**src/hw/rhpl_pkg.sv**
```systemverilog
package rhpl_pkg;
   localparam int ADDR_W = 5;
   localparam int DATA_W = 8;
   localparam int CLK_MHZ = 100;
   // lockout delay window after power-fail goes low, in microseconds
   localparam int LOCK_MIN_US = 30;
   localparam int LOCK_MAX_US = 63;
   localparam int LOCK_MIN_CYC = LOCK_MIN_US * CLK_MHZ;
   localparam int LOCK_MAX_CYC = LOCK_MAX_US * CLK_MHZ;
   // wide enough for a programmed delay of 255 us at the core clock
   localparam int LOCK_W = 15;
   // register select locations (main status common to both pages)
   localparam logic [4:0] ADR_MAIN_STATUS = 5'h00;
   localparam logic [4:0] ADR_INT_STATUS = 5'h01;
   localparam logic [4:0] ADR_RT_MODE = 5'h02;
   localparam logic [4:0] ADR_INT_CTRL0 = 5'h03;
   localparam logic [4:0] ADR_INT_CTRL1 = 5'h04;
   localparam logic [4:0] ADR_LOCK_CTRL = 5'h05;
   // main status fields
   localparam int MS_PERIODIC = 0;
   localparam int MS_ALARM = 1;
   localparam int MS_POWER_FAIL_IN_N = 2;
   localparam int N_FLAGS = 3;
   localparam int MS_PAGE = 6;
   localparam int MS_BLOCK = 7;
   // real-time mode fields
   localparam int RT_XSEL_LO = 0;
   localparam int RT_SINGLE = 2;
   localparam int RT_XSEL_VALID = 3;
   // interrupt control 1 and 0 fields
   localparam int IC1_PF_ENABLE = 7;
   localparam int IC1_PF_MASK = 6;
   localparam int IC1_MFO_INT = 0;
   localparam int IC0_PER_MASK = 0;
   localparam int IC0_ALM_MASK = 1;
   localparam logic [7:0] RESET_BYTE = 8'h00;
   localparam logic [LOCK_W-1:0] LOCK_ZERO = 15'h0000;
   typedef enum logic [1:0] {
      RHPL_IDLE = 2'b00,
      RHPL_READ = 2'b01,
      RHPL_WRITE = 2'b10
   } rhpl_state_t;
endpackage

```
**src/hw/rhpl_host_port.sv**
```systemverilog
// Overview of operation
// - chip select, read and write strobes are active low; select plus strobe accesses.
// - after power failure lockout, strobes are ignored; an access under way completes.
// - five-bit register select picks the location on each access.
// - register select is ignored while power failure lockout holds.
// - read runs while select and read strobe are low; ends when either rises.
// - write runs while select and write strobe are low; ends when either rises.
// - oscillator runs only with main supply ok and the crystal-select valid bit set.
// - multi-function output is a second interrupt or the oscillator signal.
// - multi-function output push-pull active high; open-drain in standby.
// - interrupt request asserts on an enabled timing or power-fail event.
// - interrupt request is active low open-drain held level until cleared.
// - writing one to a main status flag bit (bits 0 to 2) clears it; zero leaves it.
// - power-fail low with no write in progress floats the data bus.
// - lockout follows power-fail low after 30 to 63 us unless delay programmed.
// - periodic, alarm and power-fail sources each have a mask and status.
// - interrupt control 1 bit seven enables power-fail lockout and status; bus float does not need it.
// - main status bits choose page and control block; main status on both pages.
`timescale 1ns/1ps
`default_nettype none
module rhpl_host_port
   import rhpl_pkg::*;
(
   // clock and reset
   input wire logic clock,
   input wire logic sys_rst,
   // host strobes and select
   input wire logic chipSelectN,
   input wire logic readStrobeN,
   input wire logic writeStrobeN,
   input wire logic [ADDR_W-1:0] registerSelect,
   // host data bus, split
   input wire logic [DATA_W-1:0] hostDataIn,
   output logic [DATA_W-1:0] hostDataOut,
   output logic hostDataOe,
   // power and events
   input wire logic powerFailInN,
   input wire logic mainSupplyOk,
   input wire logic batteryAboveMain,
   input wire logic periodicEvent,
   input wire logic alarmEvent,
   input wire logic crystalInput,
   // outputs
   output logic crystalOutput,
   output logic oscRunning,
   output logic hostLockedOut,
   output logic interruptRequestOut,
   output logic interruptRequestOe,
   output logic multiFunctionOutValue,
   output logic multiFunctionOutOe
);
   rhpl_state_t state_q, state_d;
   logic [ADDR_W-1:0] addr_q, addr_d;
   logic [DATA_W-1:0] wdata_q, wdata_d;
   logic [DATA_W-1:0] rdata_q, rdata_d;
   logic [DATA_W-1:0] mainStatus_q, mainStatus_d;
   logic [DATA_W-1:0] rtMode_q, rtMode_d;
   logic [DATA_W-1:0] intCtrl0_q, intCtrl0_d;
   logic [DATA_W-1:0] intCtrl1_q, intCtrl1_d;
   logic [DATA_W-1:0] lockCtrl_q, lockCtrl_d;
   logic [DATA_W-1:0] ram_q [0:63];
   logic [LOCK_W-1:0] lockCnt_q, lockCnt_d;
   logic locked_q, locked_d;
   logic pfPrev_q, pfPrev_d;
   logic pfEvent;
   logic readReq, writeReq, writeEnd;
   logic [5:0] ramIdx;
   logic [LOCK_W-1:0] lockTarget;
   logic pfEnabled;
   logic irqLevel;
   logic [N_FLAGS-1:0] flagSet, flagClr, flagNext;

   assign pfEnabled = intCtrl1_q[IC1_PF_ENABLE];
   // strobes are both-low qualified; lockout gates only new accesses
   assign readReq = !chipSelectN && !readStrobeN && !locked_q;
   assign writeReq = !chipSelectN && !writeStrobeN && !locked_q;
   assign writeEnd = (state_q == RHPL_WRITE) && (chipSelectN || writeStrobeN);
   // page bit extends the select into scratch locations
   assign ramIdx = {mainStatus_q[MS_PAGE], addr_q};
   // programmed delay counts in microseconds when nonzero
   assign lockTarget = (lockCtrl_q == RESET_BYTE) ? LOCK_W'(LOCK_MIN_CYC)
                     : LOCK_W'(int'(lockCtrl_q) * CLK_MHZ);

   always_comb begin
      state_d = state_q;
      addr_d = addr_q;
      wdata_d = wdata_q;
      case (state_q)
         RHPL_IDLE: begin
            if (readReq) begin
               state_d = RHPL_READ;
               addr_d = registerSelect;
            end else if (writeReq) begin
               state_d = RHPL_WRITE;
               addr_d = registerSelect;
            end
         end
         RHPL_READ: begin
            if (chipSelectN || readStrobeN) begin
               state_d = RHPL_IDLE;
            end
         end
         RHPL_WRITE: begin
            wdata_d = hostDataIn;
            if (writeEnd) begin
               state_d = RHPL_IDLE;
            end
         end
         default: state_d = RHPL_IDLE;
      endcase
   end

   // read data mux
   always_comb begin
      rdata_d = rdata_q;
      if (state_q == RHPL_IDLE && readReq) begin
         if (registerSelect == ADR_MAIN_STATUS) begin
            rdata_d = mainStatus_q;
         end else if (!mainStatus_q[MS_BLOCK] && registerSelect == ADR_RT_MODE) begin
            rdata_d = rtMode_q;
         end else if (mainStatus_q[MS_BLOCK] && registerSelect == ADR_INT_CTRL0) begin
            rdata_d = intCtrl0_q;
         end else if (mainStatus_q[MS_BLOCK] && registerSelect == ADR_INT_CTRL1) begin
            rdata_d = intCtrl1_q;
         end else if (mainStatus_q[MS_BLOCK] && registerSelect == ADR_LOCK_CTRL) begin
            rdata_d = lockCtrl_q;
         end else begin
            rdata_d = ram_q[{mainStatus_q[MS_PAGE], registerSelect}];
         end
      end
   end

   // power-fail lockout timer
   always_comb begin
      pfPrev_d = powerFailInN;
      lockCnt_d = lockCnt_q;
      locked_d = locked_q;
      if (!pfEnabled || powerFailInN) begin
         lockCnt_d = LOCK_ZERO;
         locked_d = 1'b0;
      end else if (!locked_q) begin
         if (lockCnt_q >= lockTarget) begin
            locked_d = 1'b1;
         end else begin
            lockCnt_d = lockCnt_q + LOCK_W'(1);
         end
      end
   end
   assign pfEvent = pfEnabled && pfPrev_q && !powerFailInN;

   // status flags share one shape: clear on a written one, set by the event
   assign flagSet = {pfEvent, alarmEvent, periodicEvent};
   assign flagClr = (writeEnd && addr_q == ADR_MAIN_STATUS) ? wdata_q[MS_POWER_FAIL_IN_N:MS_PERIODIC]
                  : {N_FLAGS{1'b0}};
   genvar gi;
   for (gi = 0; gi < N_FLAGS; gi++) begin : g_flag
      // set is ored in last so an event in the clear cycle is never lost
      assign flagNext[gi] = flagSet[gi] | (mainStatus_q[MS_PERIODIC + gi] & ~flagClr[gi]);
   end

   // configuration and status registers
   always_comb begin
      mainStatus_d = mainStatus_q;
      rtMode_d = rtMode_q;
      intCtrl0_d = intCtrl0_q;
      intCtrl1_d = intCtrl1_q;
      lockCtrl_d = lockCtrl_q;
      if (writeEnd) begin
         if (addr_q == ADR_MAIN_STATUS) begin
            // page and block bits are plain storage
            mainStatus_d[MS_PAGE] = wdata_q[MS_PAGE];
            mainStatus_d[MS_BLOCK] = wdata_q[MS_BLOCK];
         end else if (!mainStatus_q[MS_BLOCK] && addr_q == ADR_RT_MODE) begin
            rtMode_d = wdata_q;
         end else if (mainStatus_q[MS_BLOCK] && addr_q == ADR_INT_CTRL0) begin
            intCtrl0_d = wdata_q;
         end else if (mainStatus_q[MS_BLOCK] && addr_q == ADR_INT_CTRL1) begin
            intCtrl1_d = wdata_q;
         end else if (mainStatus_q[MS_BLOCK] && addr_q == ADR_LOCK_CTRL) begin
            lockCtrl_d = wdata_q;
         end
      end
      mainStatus_d[MS_POWER_FAIL_IN_N:MS_PERIODIC] = flagNext;
   end

   // access sequencer registers
   always_ff @(posedge clock) begin
      if (sys_rst) begin
         state_q <= RHPL_IDLE;
         addr_q <= '0;
         wdata_q <= RESET_BYTE;
      end else begin
         state_q <= state_d;
         addr_q <= addr_d;
         wdata_q <= wdata_d;
      end
   end

   // read data register
   always_ff @(posedge clock) begin
      if (sys_rst) begin
         rdata_q <= RESET_BYTE;
      end else begin
         rdata_q <= rdata_d;
      end
   end

   // lockout timer registers; previous pin level resets high, its idle level,
   // so release of reset never looks like a falling edge
   always_ff @(posedge clock) begin
      if (sys_rst) begin
         lockCnt_q <= LOCK_ZERO;
         locked_q <= 1'b0;
         pfPrev_q <= 1'b1;
      end else begin
         lockCnt_q <= lockCnt_d;
         locked_q <= locked_d;
         pfPrev_q <= pfPrev_d;
      end
   end

   // configuration and status registers
   always_ff @(posedge clock) begin
      if (sys_rst) begin
         mainStatus_q <= RESET_BYTE;
         rtMode_q <= RESET_BYTE;
         intCtrl0_q <= RESET_BYTE;
         intCtrl1_q <= RESET_BYTE;
         lockCtrl_q <= RESET_BYTE;
      end else begin
         mainStatus_q <= mainStatus_d;
         rtMode_q <= rtMode_d;
         intCtrl0_q <= intCtrl0_d;
         intCtrl1_q <= intCtrl1_d;
         lockCtrl_q <= lockCtrl_d;
      end
   end

   // scratch ram takes data at write end; no reset, contents random at power-on
   always_ff @(posedge clock) begin
      if (writeEnd && addr_q != ADR_MAIN_STATUS) begin
         ram_q[ramIdx] <= wdata_q;
      end
   end

   assign hostDataOut = rdata_q;
   // bus floats when power fails unless a write holds it; device only drives on reads
   assign hostDataOe = (state_q == RHPL_READ) && !chipSelectN && !readStrobeN
                       && powerFailInN;

   assign oscRunning = mainSupplyOk && rtMode_q[RT_XSEL_VALID];
   assign crystalOutput = oscRunning ? ~crystalInput : 1'b0;
   assign hostLockedOut = locked_q;

   assign irqLevel = (mainStatus_q[MS_PERIODIC] && intCtrl0_q[IC0_PER_MASK])
                  || (mainStatus_q[MS_ALARM] && intCtrl0_q[IC0_ALM_MASK])
                  || (mainStatus_q[MS_POWER_FAIL_IN_N] && intCtrl1_q[IC1_PF_MASK]);
   // open drain: only ever pulls low, held until status cleared
   assign interruptRequestOut = 1'b0;
   assign interruptRequestOe = irqLevel;

   always_comb begin
      multiFunctionOutValue = intCtrl1_q[IC1_MFO_INT] ? irqLevel
                              : (oscRunning && crystalInput);
      // standby: drive low only, release for high
      if (batteryAboveMain) begin
         multiFunctionOutOe = !multiFunctionOutValue;
      end else begin
         multiFunctionOutOe = 1'b1;
      end
   end
endmodule // rhpl_host_port
`default_nettype wire

```
**config.mk**
```make
export PLATFORM = sky130hd
export DESIGN_NAME = rhpl_host_port
export DESIGN_NICKNAME = d
export VERILOG_FILES = /design/src/hw/rhpl_pkg.sv /design/src/hw/rhpl_host_port.sv
export SDC_FILE = /design/constraint.sdc
export NUM_CORES = 1
export LEC_CHECK = 0
export BUFFER_PORTS_ARGS = -buffer_cell sky130_fd_sc_hd__buf_2
export CAP_MARGIN = 20
export CORE_MARGIN = 2
export CORE_UTILIZATION = 55
export DETAILED_ROUTE_END_ITERATION = 12
export PLACE_DENSITY = 0.71
export REMOVE_ABC_BUFFERS = 1
export SKIP_LAST_GASP = 1
export SYNTH_ARGS = -nofsm -noshare
export SYNTH_HDL_FRONTEND = slang
export SYNTH_SLANG_ARGS = --single-unit
```
**constraint.sdc**
```tcl
create_clock -name clock -period 9.2 [get_ports clock]
set_input_delay 1.38 -clock clock [delete_from_list [all_inputs] [get_ports clock]]
set_output_delay 1.38 -clock clock [all_outputs]
set_load 0.01 [all_outputs]
```
==> flow_metrics.env <==
export IMPL_core_area_sq_mm=0.04412
export IMPL_worst_path_buf_inv=1
export IMPL_drc=0
export IMPL_num_antenna_cells=0
export IMPL_rows=77
export IMPL_rsz0062_at_grt="no"
export IMPL_drtPass1Iterations=6
export IMPL_cts_setup_buffers=0
export IMPL_tightest_slew_ns=1.029
export IMPL_antenna_left=0
export IMPL_outcome="complete, no violations"
export IMPL_root_buffer="clkbuf_16"
export IMPL_clock_path_buffers=3
export IMPL_routedWlPerCell_microns=26.00
export IMPL_crit_path_end_kind="register"
export IMPL_synthArstFlopShare=0
export IMPL_cp_common_cell="ha_1"
export IMPL_grt_ovfl_total=0
export IMPL_ys_seq_area_frac=0.6899
export IMPL_tns_ns=0
export IMPL_cts_hold_buf=0
export IMPL_syn_area_per_cell_sq_um=17.02
export IMPL_grt_max_degree=71
export IMPL_power_leakage_nw=9.340
export IMPL_initial_core_util=0.5557
export IMPL_fin_nets=1571
export IMPL_synth_area_sq_mm=0.02452
export IMPL_cts_resized_gates=0
export IMPL_r2r_slack_ns=4.38
export IMPL_cts_sinks=589
export IMPL_drt_initial_drc_count=1646
export IMPL_port_buffers=38
export IMPL_synth_seq_cells=589
export IMPL_vias_per_cell=6.223
export IMPL_synthCells=1441
export IMPL_vias=13280
export IMPL_netlist_cell_type_count=70
export IMPL_layout_drive_gt1_share=0.1984
export IMPL_wl_microns=55490
export IMPL_antenna_found_initial=0
export IMPL_htree_num_levels=2
export IMPL_finalSetupViolCount=0
export IMPL_grt_first_pass_wirelength_microns=84030
export IMPL_slew_violations=0
export IMPL_drv_cap=0
export IMPL_pre_cts_slack_ns=4.373
export IMPL_dieArea_sq_mm=0.04629
export IMPL_numCtsBuffers=57
export IMPL_postLayoutSetupSlackWorst_ns=4.377
export IMPL_p_per_area_mw_per_mm2=203.7
export IMPL_final_common_cell="edfxtp_1"
export IMPL_clk_latency_ns=0.61
export IMPL_gp_congestion=0.9067
export IMPL_area_growth_syn_to_layout_pct=10.73
export IMPL_fin_skew_ns=0.02838
export IMPL_ios=40
export IMPL_hp_class="register to register"
export IMPL_grt_usage=0.2435
export IMPL_fmax_mhz=207.3
export IMPL_cts_tree="yes"
export IMPL_place_hpwl_microns=33550
export IMPL_cp_data_arrival_time_ns=5.36
export IMPL_most_common_layout_cells="512 x edfxtp_1, 142 x nor2_1, 133 x mux4_2, 69 x mux2i_1, 69 x dfxtp_1"
export IMPL_cts_clk_slew_worst_paths_ns=0.06
export IMPL_ys_flop_type="edfxtp_1"
export IMPL_synth_edf_count=512
export IMPL_grt_pass1_vias=13240
export IMPL_slew_headroom=0.2965
export IMPL_crit_path_start_kind="register"
export IMPL_cp_top_family="adder cells"
export IMPL_yosysWarnings=0
export IMPL_crit_path_max_incr_delay_ns=0.51
export IMPL_period_share=0.5242
export IMPL_crit_type="register to register"
export IMPL_holdWs_ns=0.4628
export IMPL_path_cells="inv_1 > ha_1 > ha_1 > fa_1 > ha_1 > nor2b_1 > o21ai_0 > a21boi_0 > o21ai_0 > a21o_1 > and3_1 > o21ai_0 > ha_1 > a211oi_1 > and2_1 > nor2_4 > or4_1 > a21oi_1"
export IMPL_required_ns=9.74
export IMPL_critPathSlowestCell="or4_1"
export IMPL_final_hold_viol_count=0
export IMPL_cp_max_fo=18
export IMPL_vdd_ir_drop_worst_mv=0.1508
export IMPL_fp_dieH_microns=215.1
export IMPL_die_x_microns=215.1
export IMPL_min_period_ns=4.823
-- synthesized netlist by cell type, types with 10 or more instances --
cell type	n	area share
and3_1	12	0.0031
nor3_1	20	0.0041
nor2_1	142	0.022
dfxtp_1	77	0.063
mux4_2	133	0.12
a21oi_1	43	0.0088
nand3_1	12	0.0024
buf_4	10	0.0031
o21ai_0	29	0.0059
nor2b_1	15	0.0038
ha_1	48	0.024
buf_2	23	0.0047
o22ai_1	11	0.0028
mux2i_1	69	0.028
edfxtp_1	512	0.63
nand2_1	65	0.010
nand4_1	11	0.0028
clkbuf_1	27	0.0041
inv_1	27	0.0041
-- sequential cells by signal, indices dropped and copies added (netlist names) --
| name | flops |
|---|---|
| intCtrl0_q | 8 |
| ram_q | 512 |
| intCtrl1_q | 8 |
| state_q | 2 |
| wdata_q | 8 |
| pfPrev_q | 1 |
| hostDataOut | 8 |
| rtMode_q | 8 |
| addr_q | 5 |
| mainStatus_q | 5 |
| lockCnt_q | 15 |
| lockCtrl_q | 8 |
| hostLockedOut | 1 |
-- area by class of cell --
cell class	count	area [sq um]
Timing Repair Buffer	55	345.3
Fill cell	3140	16980
Inverter	27	101.3
Tap cell	592	740.7
Clock buffer	60	1480
Sequential cell	589	16930
Clock inverter	45	399.1
Multi-Input combinational cell	766	7157
-- kinds of logic after synthesis --
kind of cell / count (synthesis) / synth area share
compound gates: 155 / 0.04291
buf+inv: 102 / 0.02067
fa+ha+maj: 51 / 0.02694
mux: 211 / 0.1545
flops: 589 / 0.6899
xor+xnor: 12 / 0.004286
simple gates: 320 / 0.06067
other cells: 1 / 0.0001529
-- worst paths after layout --
kind | start | to | cells after the start
setup / recovery | lockCtrl_q[2]$_SDFFE_PP0P_ | lockCnt_q[14]$_SDFFE_PP0P_ | 18
hold / removal | pfPrev_q$_SDFF_PP1_ | mainStatus_q[2]$_SDFF_PP0_ | 1
setup reg to reg | lockCtrl_q[2]$_SDFFE_PP0P_ | lockCnt_q[14]$_SDFFE_PP0P_ | 18
hold reg to reg | pfPrev_q$_SDFF_PP1_ | mainStatus_q[2]$_SDFF_PP0_ | 1
-- through the flow --
step / cell area, sq um / util / power, mW / std cells
after global placement: 25270 / 0.5727 / 3.241 / 2029
final: 27150 / 0.6153 / 5.530 / 2134
after floorplan: 24170 / - / 3.114 / 1382
after global routing: 27150 / 0.6153 / 5.677 / 2134
after CTS: 27150 / 0.6153 / 5.565 / 2134
after detailed placement: 25270 / 0.5727 / 3.245 / 2029
-- report_power, final --
part	switching (mW)	internal, mW
clock	0.985	1.36
sequential	0.0111	2.91
combinational	0.168	0.0955
-- metal layers --
metal	track usage	vias up	wire, microns
li1	-	5807	-
met4	0.07149	0	1470
met2	0.3783	586	26170
met3	0.05478	101	4711
met1	0.3497	6786	23140
met5	0	-	0
Power figures use the tool's default switching activity.
